===== src/rtl/gpcd_pkg.sv =====
`default_nettype none
// Register map, field layout and pin encodings of ports C and D
package gpcd_pkg;
	// Register offsets
	localparam logic [7:0] OFS_C_DIR = 8'h01;
	localparam logic [7:0] OFS_D_DIR = 8'h02;
	localparam logic [7:0] OFS_ATT = 8'h05; // Shared by C and D attribute
	localparam logic [7:0] OFS_C_DAT = 8'h09;
	localparam logic [7:0] OFS_D_DAT = 8'h0a;
	localparam logic [7:0] OFS_C_RBK = 8'h0e;
	localparam logic [7:0] OFS_D_RBK = 8'h0f;
	localparam logic [7:0] OFS_CONV = 8'h1e;
	localparam logic [7:0] OFS_C_STB = 8'h2e;
	localparam logic [7:0] OFS_D_STB = 8'h2f;
	localparam logic [7:0] OFS_C_WAKE = 8'h38;
	localparam logic [7:0] OFS_D_WAKE = 8'h39;
	localparam logic [7:0] OFS_C_SEG = 8'h4c;
	localparam logic [7:0] OFS_D_ALT = 8'h50;
	// Implemented-bit masks
	localparam logic [7:0] MASK_D = 8'haf;
	localparam logic [7:0] MASK_CONV = 8'h0f;
	localparam logic [7:0] MASK_D_ALT = 8'h07;
	// Field positions
	localparam int CONV_EN_BIT = 3;
	localparam int CONV_PIN_IN = 7;
	localparam int CONV_PIN_LO = 4;
	localparam int PD_NOHIGH_BIT = 5;
	localparam int PD_IR_BIT = 7;
	localparam int ALT_MAIN_XTAL = 0;
	localparam int ALT_SLOW_XTAL = 1;
	localparam int ALT_PD7_GPIO = 2;
	// Reset value of every configuration register
	localparam logic [7:0] RST_CFG = 8'h00;
	// Per-pin drive decision
	typedef struct packed {
		logic oe;
		logic dout;
		logic pu;
		logic pd;
	} gpcd_pin_t;
	localparam gpcd_pin_t PIN_FLOAT = '{1'b0, 1'b0, 1'b0, 1'b0};
endpackage
`default_nettype wire


===== src/rtl/gpcd_top.sv =====
// Behaviour
// - Port C has eight pins, each with its own direction, attribute, data.
// - Direction bit cleared makes the pin input, set makes it output.
// - Reading a data register returns sampled pin levels.
// - Reading readback returns last written data; Port C readback read-only.
// - Data write sets output level, or pull choice for inputs.
// - Normal pin states decoded from attribute, direction, data bits.
// - Port D bit 5 uses its own decode, never driving high.
// - Port D bit 5 never drives a high level.
// - Port C pins may serve as segment outputs; GPIO after reset.
// - Segment-select bit set routes pin to segment output, except C7..C4 while converter enable is set.
// - Converter enable forces C7 input and C6..C4 outputs.
// - Converter port bits enable each converter output individually.
// - Port C strobe-enable bits enable each pin's strobe.
// - Port C wake-enable bits make pins key wake-up sources.
// - In sleep, a level change on an enabled pin wakes the system.
// - Port D has pins 7, 5, 3..0; bits 6 and 4 reserved.
// - Port D 1..0 share main crystal, 3..2 slow crystal; GPIO default.
// - Port D bit 7 defaults to infrared transmit output.
// - After reset every pin except D7 is a general input.
// - Port D strobe-enable bits enable each implemented pin's strobe.
// - Port D wake-enable bits make implemented pins wake sources.
// - Port D readback returns stored data, not pin levels.
`default_nettype none
module gpcd_top
	import gpcd_pkg::*;
(
	// Clock and reset
	input wire logic mclk,
	input wire logic nrst,
	// Register port
	input wire logic [7:0] reg_addr,
	input wire logic [7:0] reg_wdata,
	input wire logic reg_wr,
	input wire logic reg_rd,
	output logic [7:0] reg_rdata,
	// Port C pads
	input wire logic [7:0] pc_in,
	output logic [7:0] pc_oe,
	output logic [7:0] pc_dout,
	output logic [7:0] pc_pu,
	output logic [7:0] pc_pd,
	// Port D pads
	input wire logic [7:0] pd_in,
	output logic [7:0] pd_oe,
	output logic [7:0] pd_dout,
	output logic [7:0] pd_pu,
	output logic [7:0] pd_pd,
	// Alternate function sources, same clock
	input wire logic [7:0] seg_level,
	input wire logic [2:0] conv_level,
	input wire logic ir_tx_level,
	// Alternate function controls and returns
	output logic conv_in_level,
	output logic converter_enable,
	output logic [2:0] converter_port_enables,
	output logic main_crystal_en,
	output logic slow_crystal_en,
	// Strobe and wake-up
	output logic [7:0] port_c_strobe_bits,
	output logic [7:0] port_d_strobe_bits,
	input wire logic sleep,
	output logic wake_pulse
);
	// Configuration registers
	logic [7:0] c_dir_reg, d_dir_reg, c_att_reg, d_att_reg;
	logic [7:0] c_dat_reg, d_dat_reg, conv_reg, c_seg_reg;
	logic [7:0] c_stb_reg, d_stb_reg, c_wake_reg, d_wake_reg, d_alt_reg;
	// Pin synchronisers and filtered levels
	logic [7:0] c_s1_reg, c_s2_reg, c_s3_reg, c_pin_reg, c_pin_next;
	logic [7:0] d_s1_reg, d_s2_reg, d_s3_reg, d_pin_reg, d_pin_next;
	logic [7:0] rdata_next;
	gpcd_pin_t [7:0] c_ctl_next, d_ctl_next;
	logic wake_next;

	// Decode of attribute, direction, data into a pin state
	function automatic gpcd_pin_t pin_mode(input logic att, input logic dir,
		input logic dat, input logic nohigh);
		gpcd_pin_t p;
		p = PIN_FLOAT;
		case ({att, dir, dat})
			3'b001: p.pd = 1'b1;
			3'b101: p.pu = 1'b1;
			3'b010, 3'b111: p.oe = 1'b1;
			3'b011, 3'b110: begin
				// Reduced table floats here instead of driving high
				p.oe = !nohigh;
				p.dout = !nohigh;
			end
			default: p = PIN_FLOAT;
		endcase
		return p;
	endfunction

	// Port C direction, attribute and data writes
	always_ff @(posedge mclk) begin
		if (!nrst) begin
			c_dir_reg <= RST_CFG;
			c_att_reg <= RST_CFG;
			c_dat_reg <= RST_CFG;
		end else if (reg_wr) begin
			case (reg_addr)
				OFS_C_DIR: c_dir_reg <= reg_wdata;
				OFS_ATT: c_att_reg <= reg_wdata;
				OFS_C_DAT: c_dat_reg <= reg_wdata;
				default: ;
			endcase
		end
	end

	// Port D direction, attribute and data writes, reserved bits dropped
	always_ff @(posedge mclk) begin
		if (!nrst) begin
			d_dir_reg <= RST_CFG;
			d_att_reg <= RST_CFG;
			d_dat_reg <= RST_CFG;
		end else if (reg_wr) begin
			case (reg_addr)
				OFS_D_DIR: d_dir_reg <= reg_wdata & MASK_D;
				OFS_ATT: d_att_reg <= reg_wdata & MASK_D;
				OFS_D_DAT: d_dat_reg <= reg_wdata & MASK_D;
				default: ;
			endcase
		end
	end

	// Alternate function, strobe and wake-enable writes
	always_ff @(posedge mclk) begin
		if (!nrst) begin
			conv_reg <= RST_CFG;
			c_seg_reg <= RST_CFG;
			c_stb_reg <= RST_CFG;
			d_stb_reg <= RST_CFG;
			c_wake_reg <= RST_CFG;
			d_wake_reg <= RST_CFG;
			d_alt_reg <= RST_CFG;
		end else if (reg_wr) begin
			case (reg_addr)
				OFS_CONV: conv_reg <= reg_wdata & MASK_CONV;
				OFS_C_SEG: c_seg_reg <= reg_wdata;
				OFS_C_STB: c_stb_reg <= reg_wdata;
				OFS_D_STB: d_stb_reg <= reg_wdata & MASK_D;
				OFS_C_WAKE: c_wake_reg <= reg_wdata;
				OFS_D_WAKE: d_wake_reg <= reg_wdata & MASK_D;
				OFS_D_ALT: d_alt_reg <= reg_wdata & MASK_D_ALT;
				default: ;
			endcase
		end
	end

	// Three-stage pad synchronisers
	always_ff @(posedge mclk) begin
		if (!nrst) begin
			c_s1_reg <= 8'h00;
			c_s2_reg <= 8'h00;
			c_s3_reg <= 8'h00;
			d_s1_reg <= 8'h00;
			d_s2_reg <= 8'h00;
			d_s3_reg <= 8'h00;
		end else begin
			c_s1_reg <= pc_in;
			c_s2_reg <= c_s1_reg;
			c_s3_reg <= c_s2_reg;
			d_s1_reg <= pd_in;
			d_s2_reg <= d_s1_reg;
			d_s3_reg <= d_s2_reg;
		end
	end

	// Level accepted only where stages two and three agree
	always_comb begin
		c_pin_next = (c_pin_reg & (c_s2_reg ^ c_s3_reg))
			| (c_s3_reg & ~(c_s2_reg ^ c_s3_reg));
		d_pin_next = ((d_pin_reg & (d_s2_reg ^ d_s3_reg))
			| (d_s3_reg & ~(d_s2_reg ^ d_s3_reg))) & MASK_D;
		wake_next = sleep && ((((c_pin_next ^ c_pin_reg) & c_wake_reg)
			| ((d_pin_next ^ d_pin_reg) & d_wake_reg)) != 8'h00);
	end

	// Filtered pin levels and wake pulse
	always_ff @(posedge mclk) begin
		if (!nrst) begin
			c_pin_reg <= 8'h00;
			d_pin_reg <= 8'h00;
			wake_pulse <= 1'b0;
		end else begin
			c_pin_reg <= c_pin_next;
			d_pin_reg <= d_pin_next;
			wake_pulse <= wake_next;
		end
	end

	// Port C pin drive with alternate function override
	always_comb begin
		for (int i = 0; i < 8; i++) begin
			c_ctl_next[i] = pin_mode(c_att_reg[i], c_dir_reg[i],
				c_dat_reg[i], 1'b0);
			if (conv_reg[CONV_EN_BIT] && i == CONV_PIN_IN) begin
				c_ctl_next[i] = PIN_FLOAT;
			end else if (conv_reg[CONV_EN_BIT] && i >= CONV_PIN_LO
				&& i < CONV_PIN_IN) begin
				c_ctl_next[i] = PIN_FLOAT;
				c_ctl_next[i].oe = 1'b1;
				c_ctl_next[i].dout = conv_reg[i - CONV_PIN_LO]
					& conv_level[i - CONV_PIN_LO];
			end else if (c_seg_reg[i]) begin
				c_ctl_next[i] = PIN_FLOAT;
				c_ctl_next[i].oe = 1'b1;
				c_ctl_next[i].dout = seg_level[i];
			end
		end
	end

	// Port D pin drive with crystal and infrared sharing
	always_comb begin
		for (int i = 0; i < 8; i++) begin
			d_ctl_next[i] = pin_mode(d_att_reg[i], d_dir_reg[i],
				d_dat_reg[i], i == PD_NOHIGH_BIT);
			if (!MASK_D[i]) begin
				d_ctl_next[i] = PIN_FLOAT;
			end else if (i == PD_IR_BIT && !d_alt_reg[ALT_PD7_GPIO]) begin
				d_ctl_next[i] = PIN_FLOAT;
				d_ctl_next[i].oe = 1'b1;
				d_ctl_next[i].dout = ir_tx_level;
			end else if ((i < 2 && d_alt_reg[ALT_MAIN_XTAL])
				|| (i >= 2 && i < 4 && d_alt_reg[ALT_SLOW_XTAL])) begin
				d_ctl_next[i] = PIN_FLOAT;
			end
		end
	end

	// Registered pad outputs
	always_ff @(posedge mclk) begin
		if (!nrst) begin
			pc_oe <= 8'h00;
			pc_dout <= 8'h00;
			pc_pu <= 8'h00;
			pc_pd <= 8'h00;
			pd_oe <= 8'h00;
			pd_dout <= 8'h00;
			pd_pu <= 8'h00;
			pd_pd <= 8'h00;
		end else begin
			for (int i = 0; i < 8; i++) begin
				pc_oe[i] <= c_ctl_next[i].oe;
				pc_dout[i] <= c_ctl_next[i].dout;
				pc_pu[i] <= c_ctl_next[i].pu;
				pc_pd[i] <= c_ctl_next[i].pd;
				pd_oe[i] <= d_ctl_next[i].oe;
				pd_dout[i] <= d_ctl_next[i].dout;
				pd_pu[i] <= d_ctl_next[i].pu;
				pd_pd[i] <= d_ctl_next[i].pd;
			end
		end
	end

	// Control outputs toward converter, crystals and strobe logic
	always_ff @(posedge mclk) begin
		if (!nrst) begin
			conv_in_level <= 1'b0;
			converter_enable <= 1'b0;
			converter_port_enables <= 3'h0;
			main_crystal_en <= 1'b0;
			slow_crystal_en <= 1'b0;
			port_c_strobe_bits <= 8'h00;
			port_d_strobe_bits <= 8'h00;
		end else begin
			conv_in_level <= conv_reg[CONV_EN_BIT]
				& c_pin_reg[CONV_PIN_IN];
			converter_enable <= conv_reg[CONV_EN_BIT];
			converter_port_enables <= conv_reg[2:0];
			main_crystal_en <= d_alt_reg[ALT_MAIN_XTAL];
			slow_crystal_en <= d_alt_reg[ALT_SLOW_XTAL];
			port_c_strobe_bits <= c_stb_reg;
			port_d_strobe_bits <= d_stb_reg;
		end
	end

	// Read decode
	always_comb begin
		case (reg_addr)
			OFS_C_DIR: rdata_next = c_dir_reg;
			OFS_D_DIR: rdata_next = d_dir_reg;
			OFS_ATT: rdata_next = c_att_reg;
			OFS_C_DAT: rdata_next = c_pin_reg;
			OFS_D_DAT: rdata_next = d_pin_reg;
			OFS_C_RBK: rdata_next = c_dat_reg;
			OFS_D_RBK: rdata_next = d_dat_reg;
			OFS_CONV: rdata_next = conv_reg;
			OFS_C_STB: rdata_next = c_stb_reg;
			OFS_D_STB: rdata_next = d_stb_reg;
			OFS_C_WAKE: rdata_next = c_wake_reg;
			OFS_D_WAKE: rdata_next = d_wake_reg;
			OFS_C_SEG: rdata_next = c_seg_reg;
			OFS_D_ALT: rdata_next = d_alt_reg;
			default: rdata_next = 8'h00;
		endcase
	end

	// Read data, valid only in the cycle after the strobe
	always_ff @(posedge mclk) begin
		if (!nrst) begin
			reg_rdata <= 8'h00;
		end else begin
			reg_rdata <= reg_rd ? rdata_next : 8'h00;
		end
	end
endmodule // gpcd_top
`default_nettype wire


===== config.mk =====
export PLATFORM = sky130hd
export DESIGN_NAME = gpcd_top
export DESIGN_NICKNAME = d
export VERILOG_FILES = /design/src/rtl/gpcd_pkg.sv /design/src/rtl/gpcd_top.sv
export SDC_FILE = /design/constraint.sdc
export NUM_CORES = 1
export LEC_CHECK = 0
export BUFFER_PORTS_ARGS = -buffer_cell sky130_fd_sc_hd__buf_2
export CAP_MARGIN = 20
export CORE_ASPECT_RATIO = 1.2
export CORE_UTILIZATION = 51
export DETAILED_ROUTE_END_ITERATION = 10
export GPL_TIMING_DRIVEN = 0
export PLACE_DENSITY = 0.72
export SLEW_MARGIN = 20
export SYNTH_ARGS = -nofsm -noshare
export SYNTH_HDL_FRONTEND = slang
export SYNTH_SLANG_ARGS = --single-unit

===== constraint.sdc =====
create_clock -name mclk -period 2.4 [get_ports mclk]
set_input_delay 0.12 -clock mclk [delete_from_list [all_inputs] [get_ports mclk]]
set_output_delay 0.12 -clock mclk [all_outputs]
set_load 0.01 [all_outputs]

==> run metrics <==
worst slew pin tran=0.9034 ns; via count=between 7000 and 8000; gr busiest metal=met2; maximum vdd drop=612.9 uV; f_max=507.3 MHz; GR Util met1=0.3591; slowest cell on the critical path=nor4b_2; hpwl dp=17960 um; clk slew on worst S/H paths=about 0.060 ns; Avg WL per Cell=around 19 um; number of antenna violations at the first check in global routing=0; Seq/Total Area, Yosys=0.5031; Initial Utilization=0.5195; PwrDens=around 690 nW/um^2; Die Ht=approximately 150 um; Clk network pwr share=0.454; cell count after synthesis=912; final worst slack=0.4289 ns; Residual DRC=0; CP startpoint kind=input port; port buffer count=129; final setup TNS=0 ns; Req. time, crit path=2.81 ns; max-cap violations=0; Area growth syn-to-layout=22.52%; global-route wire length before repair=roughly 38000 um; Total Power=7.454 mW; met2 Resource Use GR=0.4690; H-tree depth=1; CP max stage delay=0.62 ns; top post-synthesis cells by area=dfxtp_1 (50%), mux2i_1 (7.0%), and2_1 (5.1%); Seq pwr share=0.497; largest net degree at the start of global routing=16; Comb pwr share=0.049; TritonCTS buffer count=22; Final setup viols=0; synth unique cells=59; Total GRT Usage=0.2809; drt first-iter violations=approximately 450; CP max FO=10; clk_skew=0.01336 ns; crit share post-route=0.8213; Post-synth EDFFs=0; CP delay by family, top=buffers and inverters; Post-synth top cells=dfxtp_1 (220), nand2_1 (88), and2_1 (72); drt first pass iters=5; Critical Path End Type=register; final hold vios=0; worst path bufs/invs=3; CP Class=input port to register; Lkg Pwr=between 4 and 5 nW; internal power=about 5.8 mW; Core Box Area=16850 um^2; most used cell, CP=buf_2; vias in the first global route=6826; maximum root-to-sink buffer count=3; status=finished clean; clk root buf=clkbuf_16; asr flop ratio synth=0; Yosys Warn Count=0; Main synth FF type=dfxtp_1; die area=17700 um^2; hold_ws=0.02510 ns; NumNets Final=1154; switching pwr=1.694 mW; fraction of layout instances using a drive strength above 1=0.1786; Inserted Diodes=0; max_slew headroom=0.3977; critical path arrival=2.38 ns; most frequent cell after synthesis=dfxtp_1; die width=121.6 um; final core utilization=0.6365; CTS Sinks=220; Synth area leader=dfxtp_1; DR vias/cell=5.463; Placement Setup Slack=slightly above 0.02 ns; TritonCTS clock tree=yes; setup bufs post-CTS=0; Rows=52; Yosys reg bits=220; # IOs=145; met3 Usage GRT=0.04624; CP Cell Sequence=buf_2 -> buf_2 -> nor4b_2 -> clkbuf_1 -> a22oi_1 -> o22ai_1 -> a211oi_1 -> a21oi_1; RSZ-0062 raised after global routing=false; gr ovfl total=0; post-synthesis area per instance=between 9 and 10 um^2; Worst-Skew Late Latency=about 0.52 ns; Sw Share=0.2273; fill count=1401; hold crit path type=input port to register; WL final=approximately 25000 um; Final min period=roughly 2.0 ns; routability cong.=0.8973; post-synth top area share=0.5031; Final ANT Viol Nets=0; max-slew violations=0; synthesized cell area=8755 um^2
[final timing paths]
check	from	slack, ns	endpoint	cells past startpoint
max	reg_addr[5]	0.43	reg_rdata[2]$_SDFF_PN0_	8
min	seg_level[6]	0.03	pc_dout[6]$_SDFF_PN0_	5
max reg2reg	d_pin_reg[5]$_SDFF_PN0_	0.74	wake_pulse$_SDFF_PN0_	5
min reg2reg	c_s1_reg[7]$_SDFF_PN0_	0.43	c_s2_reg[7]$_SDFF_PN0_	1
[power by group through the flow]
stage	Combinational (mW)	Clock [mW]	Sequential [mW]
CTS	0.357	3.42	3.70
global route	0.385	3.58	3.71
detailed placement	0.318	0	3.79
floorplan	0.181	0	3.78
global placement	0.318	0	3.78
finish	0.362	3.39	3.70
[cell type report]
class / count / area [um^2] / share of cell area
clock inverter: 12 / 108.9 / 0.01015
buffer: 69 / 311.5 / 0.02904
inverter: 4 / 15.01 / 0.001400
timing repair buffer: 159 / 945.9 / 0.08818
sequential: 220 / 4404 / 0.4106
tap: 216 / 270.3 / 0.02520
multi-input combinational: 629 / 4061 / 0.3786
clock buffer: 27 / 609.3 / 0.05681
[worst reg2reg max path, delay by kind of cell, from the launching register on]
kind            cells  cell delay, ns
compound gates      3            0.79
flops               1            0.40
simple gates        2            0.34
[what timing repair did]
| action | in CTS | in global routing |
|---|---|---|
| gates resized for setup | 0 | 0 |
| hold buffers | 30 | 0 |
| endpoints found under the hold margin | 43 | 0 |
[stage by stage]
step / instances / area (um^2)
6_report: 1336 / 10730
4_1_cts: 1336 / 10730
5_1_grt: 1336 / 10730
3_3_place_gp: 1267 / 9708
3_5_place_dp: 1267 / 9708
2_1_floorplan: 922 / 8792
[cell usage in the layout, fill, tap and decap left out, drive strengths merged, types with 14 or more instances in the layout]
cell | synthesis | layout
dlygate4sd3 | 0 | 30
nor3b | 17 | 17
mux2i | 61 | 61
nand3 | 34 | 34
buf | 22 | 151
nor2 | 33 | 33
nor2b | 62 | 62
and3b | 14 | 14
a21boi | 46 | 46
nand2 | 88 | 88
dfxtp | 220 | 220
clkbuf | 47 | 74
a21oi | 15 | 15
and2 | 72 | 72
o21ai | 45 | 45
[logic make-up (layout without fill, tap and decap cells)]
group / count (synthesis) / in the layout / synth area share
AO/OA/AOI/OAI: 161 / 161 / 0.1241
XOR/XNOR: 15 / 15 / 0.01501
buffers and inverters: 73 / 271 / 0.03730
flip-flops: 220 / 220 / 0.5031
multiplexers: 65 / 65 / 0.07489
other: 1 / 11 / 0.0004283
AND/OR/NAND/NOR: 377 / 377 / 0.2452
[metal layers]
metal | part of all wire | up-vias
met5 | 0 | -
li1 | - | 3531
met3 | 0.069 | 61
met2 | 0.48 | 283
met1 | 0.42 | 3423
met4 | 0.035 | 0
Power figures use the tool's default switching activity.
